## config.mk

```make
export PLATFORM = sky130hd
export DESIGN_NAME = dual_channel_deadtime_mode_logic
export DESIGN_NICKNAME = d
export VERILOG_FILES = /design/src/deadtime_mode_pkg.sv /design/src/dual_channel_deadtime_mode_logic.sv /design/src/deadtime_counter.sv
export SDC_FILE = /design/constraint.sdc
export NUM_CORES = 1
export LEC_CHECK = 0
export BUFFER_PORTS_ARGS = -buffer_cell sky130_fd_sc_hd__buf_2
export CORE_AREA = 2 2 68 64
export DETAILED_ROUTE_END_ITERATION = 8
export DIE_AREA = 0 0 70 66
export GPL_TIMING_DRIVEN = 1
export PLACE_DENSITY_LB_ADDON = 0.12
export SKIP_CTS_REPAIR_TIMING = 1
export SLEW_MARGIN = 5
export SYNTH_ARGS = -nofsm -noshare
export SYNTH_HDL_FRONTEND = slang
export SYNTH_SLANG_ARGS = --single-unit
```

## constraint.sdc

```tcl
create_clock -name ref_clk -period 2.4 [get_ports ref_clk]
set_clock_uncertainty 0.2 [all_clocks]
set_input_delay 0.72 -clock ref_clk [delete_from_list [all_inputs] [get_ports ref_clk]]
set_output_delay 0.72 -clock ref_clk [all_outputs]
set_load 0.005 [all_outputs]
```

## src/deadtime_mode_pkg.sv

```systemverilog
// Shared constants and types for the dual-channel dead-time mode logic.
// Assumes a single 40 MHz clock domain in the user of this package.
`default_nettype none

package deadtime_mode_pkg;

    // ------------------------------------------------------------
    // Mode-select jumper positions
    // ------------------------------------------------------------
    localparam logic [1:0] JUMPER_DIRECT     = 2'h1;
    localparam logic [1:0] JUMPER_HALFBRIDGE = 2'h3;

    // ------------------------------------------------------------
    // Timing
    // ------------------------------------------------------------
    localparam int CLK_PERIOD_PS     = 25000;
    localparam int DEADTIME_NS       = 1000;
    localparam int DEADTIME_CYCLES   = (DEADTIME_NS * 1000 + CLK_PERIOD_PS - 1) / CLK_PERIOD_PS;
    localparam int DEADTIME_WIDTH    = 12;

    // ------------------------------------------------------------
    // Reset values
    // ------------------------------------------------------------
    localparam logic RESET_CHANNEL   = 1'b0;

    // Optical command pair as seen at the inputs.
    typedef struct packed {
        logic switchCommand;
        logic secondOptical;
    } optical_in_t;

    // Gate-drive command pair.
    typedef struct packed {
        logic channelOne;
        logic channelTwo;
    } channel_out_t;

endpackage

`default_nettype wire

```

## src/dual_channel_deadtime_mode_logic.sv

```systemverilog
// Two-channel gate command logic with half-bridge dead time and direct mode.
// Assumes inputs synchronous to ref_clk and a jumper that is static in use.
`timescale 1ns/1ps
`default_nettype none

// What this block does
// - Static jumper picks mode: position 1 direct, position 3 half-bridge.
// - Half-bridge: first input switches, second input enables both channels.
// - Half-bridge with enable dark: both channels held off.
// - Half-bridge with enable lit: channels follow the switching command.
// - Command rising: channel one off now, channel two on after dead time.
// - Dead time comes from a configurable count, not a fixed constant.
// - Direct: no interlock, each input drives its own channel.
// - Direct: lit input always turns its channel on.
// - Direct: both channels may overlap; nothing suppressed, only the one-cycle output register delay.
module dual_channel_deadtime_mode_logic #(
    parameter int WIDTH = deadtime_mode_pkg::DEADTIME_WIDTH,
    parameter logic [WIDTH-1:0] DEAD_CYCLES = WIDTH'(deadtime_mode_pkg::DEADTIME_CYCLES)
) (
    // Clock and reset
    input  wire logic                            ref_clk,
    input  wire logic                            resetn,
    // Mode jumper
    input  wire logic [1:0]                      mode_select_jumper,
    // Optical command inputs
    input  wire deadtime_mode_pkg::optical_in_t  opticalIn,
    // Gate-drive commands
    output var  deadtime_mode_pkg::channel_out_t channelOut,
    output var  logic                            halfBridgeActive
);

    // ------------------------------------------------------------
    // Mode decode
    // ------------------------------------------------------------
    typedef enum logic [2:0] {
        ST_OFF      = 3'b001,
        ST_WAIT     = 3'b010,
        ST_ON       = 3'b100
    } phase_t;

    logic   halfBridge;
    logic   enableLit;
    logic   command;
    logic   cmdPrev_q;
    logic   cmdEdge;
    logic   expired;
    logic   reloadTimer;
    phase_t phase_q;
    phase_t phase_d;
    deadtime_mode_pkg::channel_out_t hbOut;
    deadtime_mode_pkg::channel_out_t directOut;
    deadtime_mode_pkg::channel_out_t nextOut;

    // Jumper at position 3 selects half-bridge; anything else acts as direct.
    assign halfBridge = (mode_select_jumper == deadtime_mode_pkg::JUMPER_HALFBRIDGE);
    assign enableLit  = opticalIn.secondOptical;
    assign command    = opticalIn.switchCommand;
    assign cmdEdge    = (command != cmdPrev_q);
    // The timer also reloads while idle, so enable rising waits a full dead time too.
    assign reloadTimer = cmdEdge || !enableLit || (phase_q == ST_OFF);

    // ------------------------------------------------------------
    // Dead-time timer
    // ------------------------------------------------------------
    deadtime_counter #(
        .WIDTH     (WIDTH)
    ) u_deadtime (
        .ref_clk   (ref_clk),
        .resetn    (resetn),
        .load      (reloadTimer),
        .loadValue (DEAD_CYCLES),
        .expired   (expired)
    );

    // ------------------------------------------------------------
    // Half-bridge phase sequencing
    // ------------------------------------------------------------
    // An edge of the command kills the conducting channel and waits out the dead time.
    always_comb
    begin
        phase_d = phase_q;
        case (phase_q)
            ST_OFF:  phase_d = enableLit ? ST_WAIT : ST_OFF;
            ST_WAIT: phase_d = !enableLit ? ST_OFF : (expired ? ST_ON : ST_WAIT);
            ST_ON:   phase_d = !enableLit ? ST_OFF : (cmdEdge ? ST_WAIT : ST_ON);
            default: phase_d = ST_OFF;
        endcase
    end

    // Channel two follows a high command, channel one a low one, only in ST_ON.
    assign hbOut.channelTwo = (phase_d == ST_ON) && command;
    assign hbOut.channelOne = (phase_d == ST_ON) && !command;
    // Direct mode passes each input straight through to its channel.
    assign directOut.channelOne = opticalIn.switchCommand;
    assign directOut.channelTwo = opticalIn.secondOptical;
    assign nextOut = halfBridge ? hbOut : directOut;

    // Phase, edge history and output registers.
    always_ff @(posedge ref_clk or negedge resetn)
    begin
        if (!resetn)
        begin
            phase_q          <= ST_OFF;
            cmdPrev_q        <= 1'b0;
            channelOut       <= '{deadtime_mode_pkg::RESET_CHANNEL, deadtime_mode_pkg::RESET_CHANNEL};
            halfBridgeActive <= 1'b0;
        end
        else
        begin
            phase_q          <= phase_d;
            cmdPrev_q        <= command;
            channelOut       <= nextOut;
            halfBridgeActive <= halfBridge;
        end
    end

    // ------------------------------------------------------------
    // Checks
    // ------------------------------------------------------------
    property p_hb_disabled_off;
        @(posedge ref_clk) disable iff (!resetn)
        (halfBridge && !enableLit) |=> (channelOut == '0);
    endproperty
    a_hb_disabled_off: assert property (p_hb_disabled_off) else $error("Half-bridge disabled but a channel is on.");

    property p_hb_never_both;
        @(posedge ref_clk) disable iff (!resetn)
        halfBridgeActive && $past(halfBridge) |-> !(channelOut.channelOne && channelOut.channelTwo);
    endproperty
    a_hb_never_both: assert property (p_hb_never_both) else $error("Both channels on in half-bridge mode.");

    property p_rise_one_off;
        @(posedge ref_clk) disable iff (!resetn)
        (halfBridge && enableLit && command && !cmdPrev_q) |=> !channelOut.channelOne;
    endproperty
    a_rise_one_off: assert property (p_rise_one_off) else $error("Channel one not off after command rise.");

    property p_rise_two_waits;
        @(posedge ref_clk) disable iff (!resetn)
        (halfBridge && enableLit && command && !cmdPrev_q) |=> !channelOut.channelTwo;
    endproperty
    a_rise_two_waits: assert property (p_rise_two_waits) else $error("Channel two on without dead time.");

    property p_fall_two_off;
        @(posedge ref_clk) disable iff (!resetn)
        (halfBridge && !command && cmdPrev_q) |=> !channelOut.channelTwo && !channelOut.channelOne;
    endproperty
    a_fall_two_off: assert property (p_fall_two_off) else $error("Channel two not off after command fall.");

    property p_direct_one;
        @(posedge ref_clk) disable iff (!resetn)
        !halfBridge |=> (channelOut.channelOne == $past(opticalIn.switchCommand));
    endproperty
    a_direct_one: assert property (p_direct_one) else $error("Direct channel one does not follow its input.");

    property p_direct_two;
        @(posedge ref_clk) disable iff (!resetn)
        !halfBridge |=> (channelOut.channelTwo == $past(opticalIn.secondOptical));
    endproperty
    a_direct_two: assert property (p_direct_two) else $error("Direct channel two does not follow its input.");

    property p_direct_overlap;
        @(posedge ref_clk) disable iff (!resetn)
        (!halfBridge && command && enableLit) |=> (channelOut == 2'h3);
    endproperty
    a_direct_overlap: assert property (p_direct_overlap) else $error("Direct overlap suppressed.");

    property p_mode_decode;
        @(posedge ref_clk) disable iff (!resetn)
        (mode_select_jumper == deadtime_mode_pkg::JUMPER_DIRECT) |=> !halfBridgeActive;
    endproperty
    a_mode_decode: assert property (p_mode_decode) else $error("Jumper position 1 did not select direct mode.");

    // ------------------------------------------------------------
    // Sequencing checks
    // ------------------------------------------------------------
    // Jumper position 3 must show up as half-bridge one cycle later.
    property p_mode_halfbridge;
        @(posedge ref_clk) disable iff (!resetn)
        (mode_select_jumper == deadtime_mode_pkg::JUMPER_HALFBRIDGE) |=> halfBridgeActive;
    endproperty
    a_mode_halfbridge: assert property (p_mode_halfbridge) else $error("Position 3 missed half-bridge.");

    // Two dark inputs in direct mode turn both channels off.
    property p_direct_dark;
        @(posedge ref_clk) disable iff (!resetn)
        (!halfBridge && !command && !enableLit) |=> (channelOut == '0);
    endproperty
    a_direct_dark: assert property (p_direct_dark) else $error("Dark direct input left a channel on.");

    // Once conducting, exactly one channel is on and the command picks it.
    property p_hb_follow;
        @(posedge ref_clk) disable iff (!resetn)
        (halfBridge && enableLit && (phase_d == ST_ON)) |=>
            (channelOut.channelTwo == $past(command)) && (channelOut.channelOne != channelOut.channelTwo);
    endproperty
    a_hb_follow: assert property (p_hb_follow) else $error("Half-bridge does not follow the command.");

    // Enable coming on never lets a channel straight through.
    property p_enable_rise_wait;
        @(posedge ref_clk) disable iff (!resetn)
        (halfBridge && enableLit && !$past(enableLit)) |=> (channelOut == '0);
    endproperty
    a_enable_rise_wait: assert property (p_enable_rise_wait) else $error("Enable rise not held off.");

    // Any command edge while enabled restarts the dead time.
    property p_cmd_restart;
        @(posedge ref_clk) disable iff (!resetn)
        (halfBridge && enableLit && cmdEdge) |=> (phase_q == ST_WAIT);
    endproperty
    a_cmd_restart: assert property (p_cmd_restart) else $error("Command edge did not restart.");

    // Outside the conducting phase both channels stay off.
    property p_hold_off_waiting;
        @(posedge ref_clk) disable iff (!resetn)
        (halfBridge && (phase_d != ST_ON)) |=> (channelOut == '0);
    endproperty
    a_hold_off_waiting: assert property (p_hold_off_waiting) else $error("Channel on while waiting.");

    // Channel two may only come on once the timer has run out.
    property p_two_after_dead;
        @(posedge ref_clk) disable iff (!resetn)
        (halfBridgeActive && $rose(channelOut.channelTwo)) |-> $past(expired);
    endproperty
    a_two_after_dead: assert property (p_two_after_dead) else $error("Channel two on before dead time.");

    // Channel one may only come on once the timer has run out.
    property p_one_after_dead;
        @(posedge ref_clk) disable iff (!resetn)
        (halfBridgeActive && $rose(channelOut.channelOne)) |-> $past(expired);
    endproperty
    a_one_after_dead: assert property (p_one_after_dead) else $error("Channel one on before dead time.");

    // The phase register keeps exactly one state bit set.
    property p_phase_onehot;
        @(posedge ref_clk) disable iff (!resetn)
        $onehot(phase_q);
    endproperty
    a_phase_onehot: assert property (p_phase_onehot) else $error("Phase register lost its one-hot code.");

endmodule

`default_nettype wire

```

## src/deadtime_counter.sv

```systemverilog
// Dead-time down-counter that reports when a load has elapsed.
// Assumes one clock and an asynchronous active-low reset.
`timescale 1ns/1ps
`default_nettype none

module deadtime_counter #(
    parameter int WIDTH = deadtime_mode_pkg::DEADTIME_WIDTH
) (
    // Clock and reset
    input  wire logic             ref_clk,
    input  wire logic             resetn,
    // Control
    input  wire logic             load,
    input  wire logic [WIDTH-1:0] loadValue,
    // Status
    output var  logic             expired
);

    logic [WIDTH-1:0] count_q;
    logic [WIDTH-1:0] count_d;

    // Reload on request, otherwise count down to zero and stay.
    assign count_d = load ? loadValue : ((count_q != '0) ? count_q - 1'b1 : count_q);
    assign expired = (count_q == '0) && !load;

    // Counter register.
    always_ff @(posedge ref_clk or negedge resetn)
    begin
        if (!resetn)
        begin
            count_q <= '0;
        end
        else
        begin
            count_q <= count_d;
        end
    end

endmodule

`default_nettype wire

```

**After elaboration in Yosys (flattened, before gate mapping)**

Cells that the tools add are included.

- Add/subtract/negate cells: 1
- Multipliers: 0
- Div/mod/pow operators: 0
- $lt $le $gt $ge: 0
- Equal/unequal tests: 6
- Shift operators: 0
- Multiplexer cells: 9
- Bitwise gates (word level): 0
- Reduce and logical (&&, ||, !) cells: 11

Operators by type and width:

| kind | number |
|---|---|
| 12-bit two-way mux | 2 |
| 12-bit zero test | 1 |
| 3-bit two-way mux | 4 |
| 12-bit nonzero test | 1 |
| 12-bit by 1-bit subtractor with 12-bit output, second input constant | 1 |
| 3-bit case mux with 3 select lines | 1 |
| 3-bit equality test, second input constant | 2 |
| 2-bit two-way mux | 2 |
| 3-bit by 1-bit equality test with 1-bit output, second input constant | 1 |
| 3-bit by 2-bit equality test with 1-bit output, second input constant | 1 |
| 1-bit logical AND | 3 |
| 1-bit zero test | 3 |
| 2-bit equality test, second input constant | 1 |
| 1-bit logical OR | 2 |
| 2-bit nonzero test | 1 |
| 1-bit inequality test | 1 |

- Flip-flop bits (word level): 19
- Bits in latches: 0
- RAM bits: 0
- Bits in read-only memories: 0
- Bits of input ports: 6
- Output and inout bits: 3
- Memories: 0

**Depth between registers and ports, before layout**

- Depth in word-level cells: 11
- Gate-level depth with buffers: 7

**Cells and area by module**

Synthesis repeated with hierarchy kept, for this count alone.

- Cells, all modules: 109
- Area total of the unflattened synthesis: 1067.3 um2

By module, submodules not included:

| module | times used | cells an instance | area an instance (um2) | sequential area each (um2) |
|---|---|---|---|---|
| deadtime_counter | 1 | 73 | 685.7 | 300.3 |
| dual_channel_deadtime_mode_logic | 1 | 36 | 381.6 | 176.4 |

**Worst setup path before layout**

OpenSTA, ideal clock, no wires.

- Kind: register to register
- From: reg u_deadtime.count_q[5]
- To: reg phase_q[1]
- Setup time: 129 ps
- Arrival time: 1920 ps
- Setup slack: 151 ps
- Stages on the path, launching flop included: 7
- Buffers on the path: 2
- Clock period less this slack: 2249 ps
- Cell sequence: dfrtp_1 or4_4 buf_6 or4_1 buf_2 a211oi_2 nor2_1

- Word-level cells in the longest chain between the ends: 5

Ends and longest elaborated chain:

| element | RTL line | text |
|---|---|---|
| start, declared | deadtime_counter.sv:19 | `logic [WIDTH-1:0] count_q;` |
| start signal, assigned | deadtime_counter.sv:35 | `count_q <= count_d;` |
| 12-bit zero test | deadtime_counter.sv:24 | `assign expired = (count_q == '0) && !load;` |
| 1-bit logical AND | deadtime_counter.sv:24 |  |
| 3-bit two-way mux (2 in series) | dual_channel_deadtime_mode_logic.sv:84 | `ST_WAIT: phase_d = !enableLit ? ST_OFF : (expired ? ST_ON : ST_WAIT);` |
| 3-bit case mux with 3 select lines | dual_channel_deadtime_mode_logic.sv:82 | `case (phase_q)` |
| net phase_d[1] | dual_channel_deadtime_mode_logic.sv:49 | `phase_t phase_d;` |
| end signal, assigned | dual_channel_deadtime_mode_logic.sv:110 | `phase_q <= phase_d;` |
| end, declared | dual_channel_deadtime_mode_logic.sv:48 | `phase_t phase_q;` |

The timed path passes the listed nets, and every way through them passes these cells.
A chain may end at the register's enable or synchronous reset.

**Worst setup path after layout**

Ends and elaborated chain as after synthesis.

==> flow_metrics.tcl <==
set metrics [dict create \
    worst_slew_pin_slew_ns 0.497 \
    drt-wirelength-per-cell_um 13.0 \
    final_cell_area_um2 1200 \
    power_density_nw_per_um2 593 \
    cpPeakStageDelay_ns 0.65 \
    dieHeight_um 66 \
    path_delay_family "simple AND/OR/NAND/NOR gates" \
    gp_congestion 0.715 \
    grt.overflow.total 0 \
    min_period_ns 2.29 \
    synth_ff_type "dfrtp_1" \
    syn_nets 103 \
    finalHoldViolCount 0 \
    dp_slack_ns 0.0470 \
    routed_via_density 4.73 \
    yosysTopAreaCell "dfrtp_1" \
    avgSynthCellArea_um2 10.4 \
    crit_fanout 8 \
    clk_path_buf_depth 2 \
    critPathBufInv 0 \
    synth.most_common_cell "dfrtp_1" \
    placedCellCount 154 \
    drt_iter0_markers 26 \
    rrSetupSlack_ns 0.11 \
    hold_path_class "input pin to async pin" \
    met2_length_um 997 \
    crit_required_ns 2.34 \
    cts_tree "built" \
    cts-htree-levels 1 \
    via_count 761 \
    die_w_um 70 \
    finalSetupTns_ns 0 \
    fin_hold_ws_ns 0.196 \
    drive_above_1_share_pct 29.2 \
    cts_made_buffers 3 \
    vdd_drop_max_mv 0.279 \
    synth_area_um2 986 \
    setup_viol 0 \
    rsz0062_at_grt "no" \
    path_cells "or4_4 -> or4_1 -> a211oi_2 -> nor2_1" \
    drc 0 \
    timing.fmax_ghz 0.437 \
    async_flop_share_pct 100 \
    io_pins 9 \
    final_nets 122 \
    max_slew_margin_pct 66.8 \
    switching_share_pct 27.8 \
    wl_met1_um 992 \
    num_antenna_cells 0 \
    synth-seq-cells 19 \
    setup_ws_ns 0.111 \
    routed.top_layer "met4" \
    synth_top_area_share_pct 45.7 \
    grt_max_degree 20 \
    synthTopCellsByArea "dfrtp_1, or3_1, or4_1" \
    postSynthCellCount 95 \
    p_leak_uw 0.000515 \
    track_usage_pct 10.2 \
    rows 22 \
    dieArea_um2 4620 \
    coreArea_um2 3910 \
    clkTransAtPathRegs_ns 0.08 \
    initial_utilization_pct 25.2 \
    synthToLayoutAreaGrowth_pct 21.4 \
    combinationalPowerShare_pct 17.6 \
    yosysSeqAreaShare_pct 48.4 \
    cp.arrival_ns 2.23 \
    cp-start-kind "flop" \
    switchingPower_uw 198 \
    cts_root_buffer "clkbuf_8" \
    crit_slowest_cell "or4_1" \
    slew_violations 0 \
    postRouteAntennaNets 0 \
    critical_path_class "flop to flop" \
    cts_sinks 19 \
    p_int_uw 512 \
    power.clock.fraction_pct 32.8 \
    yosys.cell_types.count 37 \
    fill_cells 418 \
    p_seq_share_pct 49.6 \
    cp-end-kind "flop" \
    dp_hpwl_um 1560 \
    grt_pass1_vias 724 \
    grt_pass1_wl_um 3630 \
    portBuffers 8 \
    grt_antenna_before_repair 0 \
    firstDrtPassIters 4 \
    synth_warnings 0 \
    clkLatencyLatePin_ns 0.26 \
    status "complete, no violations" \
    place_area_um2 1110 \
    synth_edf_count 0 \
    routed_wl_um 2100 \
    fin_cells 161 \
    cap_violations 0 \
    ys_top_cells_by_count "dfrtp_1, nor2_1, or3_1" \
    met3_length_um 100 \
    finalCritPeriodShare_pct 95.4 \
]
## cells by family after synthesis
logic type | Yosys count | share of synthesized area [%]
buffers and inverters | 8 | 3.93
AO/OA/AOI/OAI | 19 | 13.3
flip-flops | 19 | 48.4
multiplexers | 1 | 1.02
XOR/XNOR | 3 | 2.67
adder cells (fa/ha/maj) | 2 | 2.54
AND/OR/NAND/NOR | 43 | 28.2
## sequential cells by signal, indices dropped and copies added, names as in the netlist
signal,flops
channelOut,2
cmdPrev_q,1
halfBridgeActive,1
phase_q,3
u_deadtime.count_q,12
## worst paths after layout
kind	startpoint	end	cells past startpoint
worst max-delay path	u_deadtime.count_q[5]$_DFFE_PN0P_	phase_q[1]$_DFF_PN0_	4
worst min-delay path	resetn	u_deadtime.count_q[4]$_DFFE_PN0P_	1
worst max register to register	u_deadtime.count_q[5]$_DFFE_PN0P_	phase_q[1]$_DFF_PN0_	4
worst min register to register	u_deadtime.count_q[7]$_DFFE_PN0P_	u_deadtime.count_q[7]$_DFFE_PN0P_	2
max in group asynchronous	resetn	phase_q[0]$_DFF_PN1_	1
min in group ref_clk	u_deadtime.count_q[7]$_DFFE_PN0P_	u_deadtime.count_q[7]$_DFFE_PN0P_	2
## metrics by stage
stage | utilization (%) | power [µW]
2_1_floorplan | - | 434
3_3_place_gp | 28.4 | 483
3_5_place_dp | 28.4 | 481
4_1_cts | 29.7 | 729
5_1_grt | 30.6 | 764
6_report | 30.6 | 710
## cell usage in the layout, fill, tap and decap left out, drive strengths merged
master	synthesis	routed
or2	3	3
xor2	2	2
mux2i	1	1
ha	2	2
a22oi	1	1
inv	5	5
o22ai	1	1
a211oi	2	2
a21oi	5	5
nor3b	3	3
nand3b	1	1
clkbuf	1	3
nor4	2	2
xnor2	1	1
dfstp	1	1
and3	1	1
or4	7	7
nor2b	1	1
buf	2	17
or3	6	6
nor3	3	3
or4b	1	1
nand2b	2	2
o41ai	1	1
o31ai	1	1
or3b	1	1
o211ai	2	2
nand2	5	5
o21ai	5	5
dfrtp	18	18
a211o	1	1
nor2	7	7
clkinvlp	0	1
## layer usage
layer / vias up / track usage (%)
li1: 382 / -
met1: 362 / 12.8
met2: 15 / 16.7
met3: 2 / 4.12
met4: 0 / 2.16
met5: - / 0
## layout make-up
cell class / instances / area, µm² / area share (%)
clock buffers: 3 / 41.3 / 3.45
clock inverters: 1 / 7.51 / 0.627
inverters: 5 / 18.8 / 1.57
multi-input cells: 68 / 485 / 40.5
flip-flops and latches: 19 / 477 / 39.8
well taps: 48 / 60.1 / 5.02
repair buffers: 17 / 108 / 8.99
## worst register-to-register path, stage by stage, from the launching register on
cell and delay (ns):
dfrtp_1 0.40, or4_4 0.61, or4_1 0.65, a211oi_2 0.25, nor2_1 0.06
## power by group through the flow
stage	sequential [µW]	clock [µW]	combinational [µW]
2_1_floorplan	358	0	75.9
3_3_place_gp	358	0	125
3_5_place_dp	357	0	124
4_1_cts	352	252	125
5_1_grt	355	265	143
6_report	352	233	125
Power figures use the tool's default switching activity.
